==> src/brg_defs.vh <==
// brg_defs.vh - offsets, field positions, reset values and counts for the bridge status/config registers
// assumes: included by bare name from the bridge register bank and its init sequencer
`ifndef BRG_DEFS_VH
`define BRG_DEFS_VH

// register offsets (byte addresses on the 8-bit register port)
`define BRG_REINIT_CTRL_OFS   8'h01
`define BRG_STATUS_OFS        8'h50
`define BRG_CONFIG_OFS        8'h54
`define BRG_AUDIO_CFG_OFS     8'h55

// bridge_status fields
`define BRG_STS_INIT_DONE     4
`define BRG_STS_CFG_DONE      2
`define BRG_STS_CKSUM         1
`define BRG_STATUS_RESET      8'h02

// bridge_config fields
`define BRG_CFG_PACK_HI       5
`define BRG_CFG_PACK_LO       4
`define BRG_CFG_TDM           2
`define BRG_CFG_AUDIO_SRC     1
`define BRG_CFG_AUX_AUDIO     0
`define BRG_CONFIG_RESET      8'h02
`define BRG_CONFIG_WMASK      8'h37

// reinit control field
`define BRG_REINIT_BIT        1

// pixel packing codes
`define BRG_PACK_3B           2'h0
`define BRG_PACK_2P25B        2'h1
`define BRG_PACK_2B           2'h2
`define BRG_PACK_RSVD         2'h3

// input pixel format codes
`define BRG_FMT_RGB888        2'h0
`define BRG_FMT_RGB666        2'h1
`define BRG_FMT_RGB565        2'h2
`define BRG_FMT_PASS          2'h3

// non-volatile memory layout
`define BRG_NVM_CFG_ADDR      10'h000
`define BRG_NVM_SUM_BYTES     128
`define BRG_NVM_SUM_LAST      7'h7F

`endif

==> src/brg_regs.v <==
// brg_regs.v - bridge status / bridge config register bank with pixel and audio control
// assumes: one 20 MHz ref_clk, synchronous active-high reset, nvm read port on ref_clk,
// strap pin asynchronous, pixel and register port signals on ref_clk
//
// Operation
// RULE1 - init-done bit sets only after whole sequence, always after config-complete.
// RULE2 - config-complete bit sets when automatic configuration finishes, before init-done.
// RULE3 - verify two's-complement checksum over last 128 nvm bytes; 1 means pass.
// RULE4 - packing field bits 5-4: 00 three, 01 2.25, 10 two bytes; 11 reserved.
// RULE5 - convert RGB pixels to 24-bit RGB; pass YCbCr and compressed unchanged.
// RULE6 - in independent 2:2 mode packing field steers only the selected port.
// RULE7 - TDM bit 2 serializes parallel I2S lines onto the first I2S data line.
// RULE8 - audio source bit 1: 0 disables audio, 1 selects I2S pins; resets 1.
// RULE9 - aux audio bit 0 enables extra 2-channel audio beside main I2S audio.
// RULE10 - reinit bit reloads nvm config, restores straps, self-clears at init end.
// RULE11 - writes to status register ignored; reserved bits read zero.
//
// Local design decision: strobed register access.
`timescale 1ns/10ps
`default_nettype none
`include "brg_defs.vh"

module brg_regs #(
  parameter NVM_AW    = 10,
  parameter NVM_BYTES = 1024
) (
  // clock and reset
  input  wire              ref_clk,
  input  wire              reset,
  // register port
  input  wire [7:0]        regAddr,
  input  wire [7:0]        regWrData,
  input  wire              regWrStrobe,
  input  wire              regRdStrobe,
  output reg  [7:0]        regRdData_ff,
  // nvm read port
  output wire [NVM_AW-1:0] nvmAddr,
  output wire              nvmRdEn,
  input  wire [7:0]        nvmRdData,
  // strap pin
  input  wire              strapSplitAudioPin,
  output reg               strapSplitAudio_ff,
  // pixel path
  input  wire              indepMode,
  input  wire              selPort,
  input  wire [1:0]        pixFormat,
  input  wire [23:0]       pixIn,
  input  wire              pixInValid,
  output reg  [23:0]       pixOut_ff,
  output reg               pixOutValid_ff,
  output reg  [1:0]        port0PixelPacking_ff,
  output reg  [1:0]        port1PixelPackingSelect_ff,
  // i2s audio
  input  wire [3:0]        i2sDataIn,
  input  wire              i2sSlotTick,
  output reg               i2sDataOutA_ff,
  output reg  [2:0]        i2sDataOutBcd_ff,
  output reg               audioEnable_ff,
  output reg               auxAudioEnable_ff,
  output reg               tdmEnable_ff,
  // status mirrors
  output reg               initDone_ff,
  output reg               reinitBusy_ff
);

  // sequencer results
  wire             seqBusy;
  wire             seqCfgLoad;
  wire [7:0]       seqCfgData;
  wire             seqCfgDone;
  wire             seqInitDone;
  wire             seqCksumPass;

  // register state
  reg  [7:0]       bridgeConfig_ff;
  reg  [7:0]       nxt_bridgeConfig;
  reg              reinit_ff;
  reg              bootPend_ff;
  reg              seqStart_ff;
  reg              seqInitDoneD_ff;
  reg              strapMeta_ff;
  reg              strapSync_ff;
  reg  [1:0]       tdmSlot_ff;

  // read path
  reg  [7:0]       nxt_rdData;
  wire [7:0]       bridgeStatus;

  // pixel conversion
  reg  [23:0]      nxt_pix;

  wire [1:0]       packField;
  wire             cfgWrite;
  wire             reinitWrite;
  wire             seqDonePulse;

  brg_init_seq #(
    .AW        (NVM_AW),
    .NVM_BYTES (NVM_BYTES)
  ) u_init_seq (
    .ref_clk      (ref_clk),
    .reset        (reset),
    .start        (seqStart_ff),
    .busy         (seqBusy),
    .nvmAddr_ff   (nvmAddr),
    .nvmRdEn_ff   (nvmRdEn),
    .nvmRdData    (nvmRdData),
    .cfgLoad_ff   (seqCfgLoad),
    .cfgData_ff   (seqCfgData),
    .cfgDone_ff   (seqCfgDone),
    .initDone_ff  (seqInitDone),
    .cksumPass_ff (seqCksumPass)
  );

  assign cfgWrite     = regWrStrobe && (regAddr == `BRG_CONFIG_OFS);
  assign reinitWrite  = regWrStrobe && (regAddr == `BRG_REINIT_CTRL_OFS) && regWrData[`BRG_REINIT_BIT];
  assign seqDonePulse = seqInitDone && !seqInitDoneD_ff;
  assign packField    = bridgeConfig_ff[`BRG_CFG_PACK_HI:`BRG_CFG_PACK_LO];

  // status word: only the three documented flags, all else zero
  assign bridgeStatus = {3'h0, seqInitDone, 1'b0, seqCfgDone, seqCksumPass, 1'b0}; // [RULE1] [RULE2] [RULE3] [RULE11]

  // strap pin is asynchronous: two flops before use
  always @(posedge ref_clk) begin
    if (reset) begin
      strapMeta_ff <= 1'b0;
      strapSync_ff <= 1'b0;
    end else begin
      strapMeta_ff <= strapSplitAudioPin;
      strapSync_ff <= strapMeta_ff;
    end
  end

  // sequencer start: once after reset, then on each reinit request made while the sequencer is idle
  always @(posedge ref_clk) begin
    if (reset) begin
      bootPend_ff     <= 1'b1;
      seqStart_ff     <= 1'b0;
      seqInitDoneD_ff <= 1'b0;
      reinit_ff       <= 1'b0;
    end else begin
      bootPend_ff     <= 1'b0;
      seqInitDoneD_ff <= seqInitDone;
      // a request while a pass runs is served by that pass
      seqStart_ff     <= bootPend_ff || (reinitWrite && !seqBusy && !seqStart_ff); // [RULE10]
      if (reinitWrite) begin
        reinit_ff <= 1'b1;                 // [RULE10]
      end else if (seqDonePulse) begin
        reinit_ff <= 1'b0;                 // [RULE10]
      end
    end
  end

  // config register: nvm reload wins over a software write in the same cycle
  always @* begin
    nxt_bridgeConfig = bridgeConfig_ff;
    if (seqCfgLoad) begin
      nxt_bridgeConfig = seqCfgData & `BRG_CONFIG_WMASK;  // [RULE10]
    end else if (cfgWrite) begin
      nxt_bridgeConfig = regWrData & `BRG_CONFIG_WMASK;   // [RULE11]
    end
  end

  always @(posedge ref_clk) begin
    if (reset) begin
      bridgeConfig_ff    <= `BRG_CONFIG_RESET; // [RULE8]
      strapSplitAudio_ff <= 1'b0;
    end else begin
      bridgeConfig_ff <= nxt_bridgeConfig;
      if (seqCfgLoad) begin
        strapSplitAudio_ff <= strapSync_ff; // [RULE10]
      end
    end
  end

  // read mux; unmapped addresses and the status write path return nothing extra
  always @* begin
    nxt_rdData = 8'h00;
    case (regAddr)
      `BRG_STATUS_OFS:      nxt_rdData = bridgeStatus;
      `BRG_CONFIG_OFS:      nxt_rdData = bridgeConfig_ff;
      `BRG_REINIT_CTRL_OFS: nxt_rdData = {6'h00, reinit_ff, 1'b0};
      `BRG_AUDIO_CFG_OFS:   nxt_rdData = 8'h00;
      default:              nxt_rdData = 8'h00; // [RULE11]
    endcase
  end

  always @(posedge ref_clk) begin
    if (reset) begin
      regRdData_ff <= 8'h00;
    end else if (regRdStrobe) begin
      regRdData_ff <= nxt_rdData;
    end else begin
      regRdData_ff <= 8'h00;
    end
  end

  // status mirrors for the rest of the chip
  always @(posedge ref_clk) begin
    if (reset) begin
      initDone_ff   <= 1'b0;
      reinitBusy_ff <= 1'b0;
    end else begin
      initDone_ff   <= seqInitDone; // [RULE1]
      reinitBusy_ff <= reinit_ff;
    end
  end

  // packing selects; reserved code falls back to three bytes
  always @(posedge ref_clk) begin
    if (reset) begin
      port0PixelPacking_ff       <= `BRG_PACK_3B;
      port1PixelPackingSelect_ff <= `BRG_PACK_3B;
    end else if (!indepMode) begin
      port0PixelPacking_ff       <= (packField == `BRG_PACK_RSVD) ? `BRG_PACK_3B : packField; // [RULE4]
      port1PixelPackingSelect_ff <= (packField == `BRG_PACK_RSVD) ? `BRG_PACK_3B : packField; // [RULE4]
    end else if (selPort) begin
      port1PixelPackingSelect_ff <= (packField == `BRG_PACK_RSVD) ? `BRG_PACK_3B : packField; // [RULE6]
    end else begin
      port0PixelPacking_ff       <= (packField == `BRG_PACK_RSVD) ? `BRG_PACK_3B : packField; // [RULE6]
    end
  end

  // rgb widening replicates msbs so full scale stays full scale
  always @* begin
    nxt_pix = pixIn;
    case (pixFormat)
      `BRG_FMT_RGB565: begin
        nxt_pix = {pixIn[15:11], pixIn[15:13], pixIn[10:5], pixIn[10:9], pixIn[4:0], pixIn[4:2]}; // [RULE5]
      end
      `BRG_FMT_RGB666: begin
        nxt_pix = {pixIn[17:12], pixIn[17:16], pixIn[11:6], pixIn[11:10], pixIn[5:0], pixIn[5:4]}; // [RULE5]
      end
      `BRG_FMT_RGB888: begin
        nxt_pix = pixIn;
      end
      `BRG_FMT_PASS: begin
        nxt_pix = pixIn; // [RULE5]
      end
      default: begin
        nxt_pix = pixIn;
      end
    endcase
  end

  always @(posedge ref_clk) begin
    if (reset) begin
      pixOut_ff      <= 24'h000000;
      pixOutValid_ff <= 1'b0;
    end else begin
      pixOutValid_ff <= pixInValid;
      if (pixInValid) begin
        pixOut_ff <= nxt_pix;
      end
    end
  end

  // audio controls
  always @(posedge ref_clk) begin
    if (reset) begin
      audioEnable_ff    <= 1'b1;
      auxAudioEnable_ff <= 1'b0;
      tdmEnable_ff      <= 1'b0;
    end else begin
      audioEnable_ff    <= bridgeConfig_ff[`BRG_CFG_AUDIO_SRC];                                      // [RULE8]
      auxAudioEnable_ff <= bridgeConfig_ff[`BRG_CFG_AUX_AUDIO] && bridgeConfig_ff[`BRG_CFG_AUDIO_SRC]; // [RULE9]
      tdmEnable_ff      <= bridgeConfig_ff[`BRG_CFG_TDM];                                            // [RULE7]
    end
  end

  // tdm: one slot per tick, lane 0..3 in turn onto the first data line
  always @(posedge ref_clk) begin
    if (reset) begin
      tdmSlot_ff       <= 2'h0;
      i2sDataOutA_ff   <= 1'b0;
      i2sDataOutBcd_ff <= 3'h0;
    end else if (!bridgeConfig_ff[`BRG_CFG_AUDIO_SRC]) begin
      tdmSlot_ff       <= 2'h0;
      i2sDataOutA_ff   <= 1'b0; // [RULE8]
      i2sDataOutBcd_ff <= 3'h0;
    end else if (bridgeConfig_ff[`BRG_CFG_TDM]) begin
      i2sDataOutBcd_ff <= 3'h0;
      if (i2sSlotTick) begin
        i2sDataOutA_ff <= i2sDataIn[tdmSlot_ff]; // [RULE7]
        tdmSlot_ff     <= tdmSlot_ff + 2'h1;
      end
    end else begin
      tdmSlot_ff       <= 2'h0;
      i2sDataOutA_ff   <= i2sDataIn[0];
      i2sDataOutBcd_ff <= i2sDataIn[3:1];
    end
  end

endmodule
`default_nettype wire

==> src/brg_init_seq.v <==
// brg_init_seq.v - power-up / reinit sequencer: configuration load, then checksum over the nvm tail
// assumes: synchronous nvm read port on ref_clk, data valid the cycle after a read enable
`timescale 1ns/10ps
`default_nettype none
`include "brg_defs.vh"

module brg_init_seq #(
  parameter AW        = 10,
  parameter NVM_BYTES = 1024
) (
  // clock and reset
  input  wire          ref_clk,
  input  wire          reset,
  // control
  input  wire          start,
  output wire          busy,
  // nvm read port
  output reg  [AW-1:0] nvmAddr_ff,
  output reg           nvmRdEn_ff,
  input  wire [7:0]    nvmRdData,
  // results
  output reg           cfgLoad_ff,
  output reg  [7:0]    cfgData_ff,
  output reg           cfgDone_ff,
  output reg           initDone_ff,
  output reg           cksumPass_ff
);

  localparam [4:0] ST_IDLE = 5'h01;
  localparam [4:0] ST_CFG  = 5'h02;
  localparam [4:0] ST_CFGW = 5'h04;
  localparam [4:0] ST_SUM  = 5'h08;
  localparam [4:0] ST_FIN  = 5'h10;
  localparam [31:0]   SUM_BASE_W = NVM_BYTES - `BRG_NVM_SUM_BYTES;
  localparam [AW-1:0] SUM_BASE   = SUM_BASE_W[AW-1:0];

  reg [4:0] state_ff;
  reg [7:0] sum_ff;
  reg [6:0] cnt_ff;
  reg       rdPend_ff;

  assign busy = (state_ff != ST_IDLE);

  always @(posedge ref_clk) begin
    if (reset) begin
      state_ff     <= ST_IDLE;
      nvmAddr_ff   <= {AW{1'b0}};
      nvmRdEn_ff   <= 1'b0;
      cfgLoad_ff   <= 1'b0;
      cfgData_ff   <= 8'h00;
      cfgDone_ff   <= 1'b0;
      initDone_ff  <= 1'b0;
      cksumPass_ff <= 1'b1;
      sum_ff       <= 8'h00;
      cnt_ff       <= 7'h00;
      rdPend_ff    <= 1'b0;
    end else begin
      cfgLoad_ff <= 1'b0;
      nvmRdEn_ff <= 1'b0;
      rdPend_ff  <= nvmRdEn_ff;
      case (state_ff)
        ST_IDLE: begin
          if (start) begin
            cfgDone_ff  <= 1'b0;
            initDone_ff <= 1'b0;
            nvmAddr_ff  <= `BRG_NVM_CFG_ADDR;
            nvmRdEn_ff  <= 1'b1;
            state_ff    <= ST_CFG;
          end
        end
        ST_CFG: begin
          state_ff <= ST_CFGW;
        end
        ST_CFGW: begin
          // configuration lands first, so done precedes init done [RULE2]
          cfgData_ff <= nvmRdData;
          cfgLoad_ff <= 1'b1;
          cfgDone_ff <= 1'b1; // [RULE2]
          nvmAddr_ff <= SUM_BASE;
          nvmRdEn_ff <= 1'b1;
          sum_ff     <= 8'h00;
          cnt_ff     <= 7'h00;
          state_ff   <= ST_SUM;
        end
        ST_SUM: begin
          if (rdPend_ff) begin
            sum_ff <= sum_ff + nvmRdData; // [RULE3]
          end
          if (cnt_ff != `BRG_NVM_SUM_LAST) begin
            nvmAddr_ff <= nvmAddr_ff + {{(AW-1){1'b0}}, 1'b1};
            nvmRdEn_ff <= 1'b1;
            cnt_ff     <= cnt_ff + 7'h01;
          end else begin
            state_ff <= ST_FIN;
          end
        end
        ST_FIN: begin
          if (rdPend_ff) begin
            sum_ff <= sum_ff + nvmRdData;
          end else if (!nvmRdEn_ff) begin
            // two's-complement sum of the tail is zero when intact
            cksumPass_ff <= (sum_ff == 8'h00); // [RULE3]
            initDone_ff  <= 1'b1;              // [RULE1]
            state_ff     <= ST_IDLE;
          end
        end
        default: begin
          state_ff <= ST_IDLE;
        end
      endcase
    end
  end

endmodule
`default_nettype wire

==> config.mk <==
export PLATFORM = sky130hd
export DESIGN_NAME = brg_regs
export DESIGN_NICKNAME = d
export VERILOG_FILES = /design/src/brg_regs.v /design/src/brg_init_seq.v
export VERILOG_INCLUDE_DIRS = /design/src
export SDC_FILE = /design/constraint.sdc
export NUM_CORES = 1
export LEC_CHECK = 0
export BUFFER_PORTS_ARGS = -buffer_cell sky130_fd_sc_hd__buf_2
export CAP_MARGIN = 10
export CORE_ASPECT_RATIO = 0.8
export CORE_MARGIN = 8
export CORE_UTILIZATION = 40
export CTS_BUF_LIST = sky130_fd_sc_hd__clkbuf_8 sky130_fd_sc_hd__clkbuf_16
export CTS_CLUSTER_SIZE = 8
export DETAILED_ROUTE_END_ITERATION = 10
export GPL_ROUTABILITY_DRIVEN = 0
export GPL_TIMING_DRIVEN = 1
export SLEW_MARGIN = 20
export SYNTH_ARGS = -nofsm -noshare
export SYNTH_HDL_FRONTEND = slang
export SYNTH_SLANG_ARGS = --single-unit
export TNS_END_PERCENT = 1
==> constraint.sdc <==
create_clock -name ref_clk -period 5.15 [get_ports ref_clk]
set_clock_uncertainty 0.2 [all_clocks]
set_input_delay 0.515 -clock ref_clk [delete_from_list [all_inputs] [get_ports ref_clk]]
set_output_delay 0.515 -clock ref_clk [all_outputs]
set_load 0.02 [all_outputs]
==> metrics.csv <==
stage,metric,value,unit
die,placement_rows,34,
power,total_leakage_power,0.002346,uW
place,post-dp-hpwl,8.773,mm
clocking,clock_h_tree_levels,3,
place,placedInstanceArea,5156,sq um
die,die-area,14970,sq um
setup_path,timing.reg2reg.worst_path_depth,4,
yosys,share_of_the_yosys_chip_area_belonging_to_registers,0.4298,
yosys,synth_enable_flop_cells,0,
timing,timing.setup.tns,0,ns
setup_path,timing.critical_path.required,5.23,ns
run_status,outcome,"complete, no violations",
drt,remaining_drc_errors,0,
yosys,synth_cell_types,58,
setup_path,path_delay_family,simple AND/OR/NAND/NOR gates,
final_layout,nets,704,
yosys,synth_largest_area_cell,dfxtp_1,
power,vdd_drop_max,0.1805,mV
yosys,library_cell_with_the_highest_instance_count_after_synthesis,dfxtp_1,
yosys,area_share_of_and_or_nand_nor_cells_after_synthesis,0.2260,
global_route,grt.total_usage,0.1564,
worst_hold_path,min_delay_path_depth,2,
yosys,synth-xor-area-share,0.02520,
drt,drt-initial-drc-count,193,
setup_path,critical_path.n_buffers_inverters,0,
worst_hold_path,hold_path_startpoint,i2sDataIn[1],
setup_path,cp_slowest_cell,nor3_2,
power,power.share.switching,0.2523,
yosys,yosys_warnings,0,
global_route,grt_remaining_overflow,0,
global_route,wire_length_of_the_first_global_routing_pass,19.46,mm
clocking,clk_latency,0.34,ns
power,comb_power_share,0.112,
clocking,cts_repair_resize_count,0,
drt,drt-total-wl,11.90,mm
yosys,cell_area_after_synthesis,4518,sq um
timing,max_freq,425.1,MHz
yosys,synth_mux_area_frac,0.05179,
setup_path,delay_contributed_by_the_slowest_stage_of_the_critical_path,0.57,ns
timing,hold_violations,0,
yosys,synth-compound-area-share,0.1933,
drt,dr_total_vias,4131,
final_layout,finish.utilization,0.4989,
die,start_util,0.4133,
timing,fin_worst_hold_slack,0.1966,ns
clocking,clock-root-buffer,clkbuf_16,
timing,worst-slew-pin-transition,0.7542,ns
drt,vias_per_cell,5.310,
job,max_cap_viol_count,0,
die,horiz_die_dim,134.8,microns
clocking,hold_buffers,0,
setup_path,crit_fanout,19,
die,total_i_o_pin_count,121,
drt,ant_nets,0,
yosys,synth.ff_latch_count,97,
clocking,tritoncts_clock_tree,done,
die,die-height,111.1,microns
timing,slew_headroom,0.4949,
setup_path,cp_cell_sequence,nor2b_1 -> nand2_1 -> nor3_2 -> a22o_1,
final_layout,final_layout_size_suffix_gt1_frac,0.2240,
yosys,synth_top_flop_cell,dfxtp_1,
final_layout,area_growth,20.71,%
timing,drv_slew,0,
setup_path,worstSetupPathType,reg -> reg,
yosys,post_synth.cell_area_avg,8.525,sq um
timing,rsz0062_at_grt,false,
global_route,first_global_vias,4063,
power,total_switching_power,410.4,uW
drt,detailed_routing_iteration_count_for_the_pre_antenna_repair_pass,4,
setup_path,start_kind,register,
global_route,antenna_violations_before_repair,0,
worst_hold_path,hold_class,in -> reg,
power,power.density_cell_area,298.3,nW/um^2
final_layout,fillers,1075,
drt,wl_per_cell,15.29,microns
power,power_frac_clock,0.408,
final_layout,area_occupied_by_multi_input_gates,2414,sq um
setup_path,r2r_end,u_init_seq.cfgData_ff[4],
clocking,clk_pin_slew_worst_paths,0.07,ns
clocking,cts_buffers,9,
yosys,post_synth_most_frequent_cells,"dfxtp_1 (97), nand2_1 (59), nor2_1 (54), a21oi_1 (46), o21ai_0 (29)",
setup_path,worst_r2r_startpoint,u_init_seq.state_ff[2],
power,seq_power_share,0.480,
final_layout,seq_area,1942,sq um
setup_path,worstPathArrival,2.43,ns
yosys,syn-instance-count,530,
setup_path,setup.worst_path.end_class,register,
final_layout,layout.cell_area.non_filler,5454,sq um
clocking,clock_tree.buffer_depth,2,
worst_hold_path,hold_end,i2sDataOutBcd_ff[0],
timing,post-route-period-util,0.4568,
setup_path,ff2ff_setup_slack,2.80,ns
yosys,synth_top_cell_area_share,0.4298,
timing,min_clock_period_post_route,2.352,ns
global_route,grt_start_max_net_pins,69,
clocking,clock_sink_count,97,
die,design.core.area,10930,sq um
place,place.port_buffers,114,
yosys,synth_async_sr_flop_share,0,
yosys,synth_adder_area_share,0.03489,
timing,setup-violations-final,0,
final_layout,num_antenna_cells,0,
yosys,synth_top_family_by_area,simple AND/OR/NAND/NOR gates,
clocking,postCtsSetupRepairBufs,0,
power,internal_power,1216,uW
yosys,synth.area.top_cells,"dfxtp_1 (43%), a21oi_1 (5.1%), nand2_1 (4.9%)",
-- layout by cell type (no fill, tap or decap), types with 8 or more instances in the layout --
cell / n
nand2_1: 59
nor2b_1: 13
buf_2: 114
dfxtp_1: 97
o211ai_1: 8
inv_1: 11
xnor2_1: 10
o21ai_0: 29
a22oi_1: 12
clkbuf_16: 9
nand2b_1: 16
nand3_1: 28
a21oi_1: 46
nor2_1: 54
mux2i_1: 20
ha_1: 10
-- state kept, by name, indices dropped and copies added, names as in the netlist, 3 cells and up --
signal                 cells
regRdData_ff               5
bridgeConfig_ff            5
u_init_seq.nvmAddr_ff     10
u_init_seq.cfgData_ff      5
pixOut_ff                 24
i2sDataOutBcd_ff           3
u_init_seq.sum_ff          8
u_init_seq.cnt_ff          7
u_init_seq.state_ff        5
-- power by group through the flow --
stage | sequential (uW) | combinational, uW | clock, uW
after detailed placement | 797 | 182 | 0
after global routing | 783 | 201 | 718
after global placement | 797 | 180 | 0
after CTS | 780 | 183 | 682
final | 781 | 183 | 664
after floorplan | 815 | 98.0 | 0
-- worst max-delay path by stage --
| stage | startpoint | endpoint | slack [ns] | cells after the start |
|---|---|---|---|---|
| 2_1_floorplan | nvmRdData[0] | u_init_seq.sum_ff[6] | 2.89 | 7 |
| 5_1_grt | u_init_seq.state_ff[2] | u_init_seq.cfgData_ff[4] | 2.53 | 4 |
| 4_1_cts | u_init_seq.state_ff[2] | u_init_seq.cfgData_ff[4] | 2.82 | 4 |
| 3_3_place_gp | nvmRdData[0] | u_init_seq.sum_ff[6] | 2.66 | 8 |
| 3_5_place_dp | nvmRdData[0] | u_init_seq.sum_ff[6] | 2.64 | 8 |
| 6_report | u_init_seq.state_ff[2] | u_init_seq.cfgData_ff[4] | 2.80 | 4 |
-- cells by family (layout without fill, tap and decap cells) --
family          after synthesis  count (layout)
xor+xnor                     13              13
simple gates                208             208
other cells                   1               3
flops                        97              97
fa+ha+maj                    12              12
mux                          23              23
compound gates              136             136
buf+inv                      40             142
-- per-stage QoR --
| step | power [uW] | cells | setup slack (ns) |
|---|---|---|---|
| after floorplan | 913.4 | 532 | 2.895 |
| after global placement | 977.1 | 762 | 2.660 |
| after detailed placement | 979.5 | 762 | 2.636 |
| after CTS | 1645 | 778 | 2.825 |
| after global routing | 1702 | 778 | 2.527 |
| final | 1627 | 778 | 2.798 |
-- metal layers --
layer / GRT usage / part of all wire / vias to the layer above
li1: - / - / 2075
met1: 0.2071 / 0.49 / 1918
met2: 0.2262 / 0.40 / 128
met3: 0.06839 / 0.10 / 10
met4: 0.03883 / 0.0085 / 0
met5: 0 / 0 / -
-- final cells by class --
class	count	share of cell area
Clock buffer	9	0.04129
Timing Repair Buffer	116	0.1074
Tap cell	144	0.03304
Multi-Input combinational cell	395	0.4425
Clock inverter	7	0.01285
Inverter	10	0.006882
Sequential cell	97	0.3560
Power figures use the tool's default switching activity.
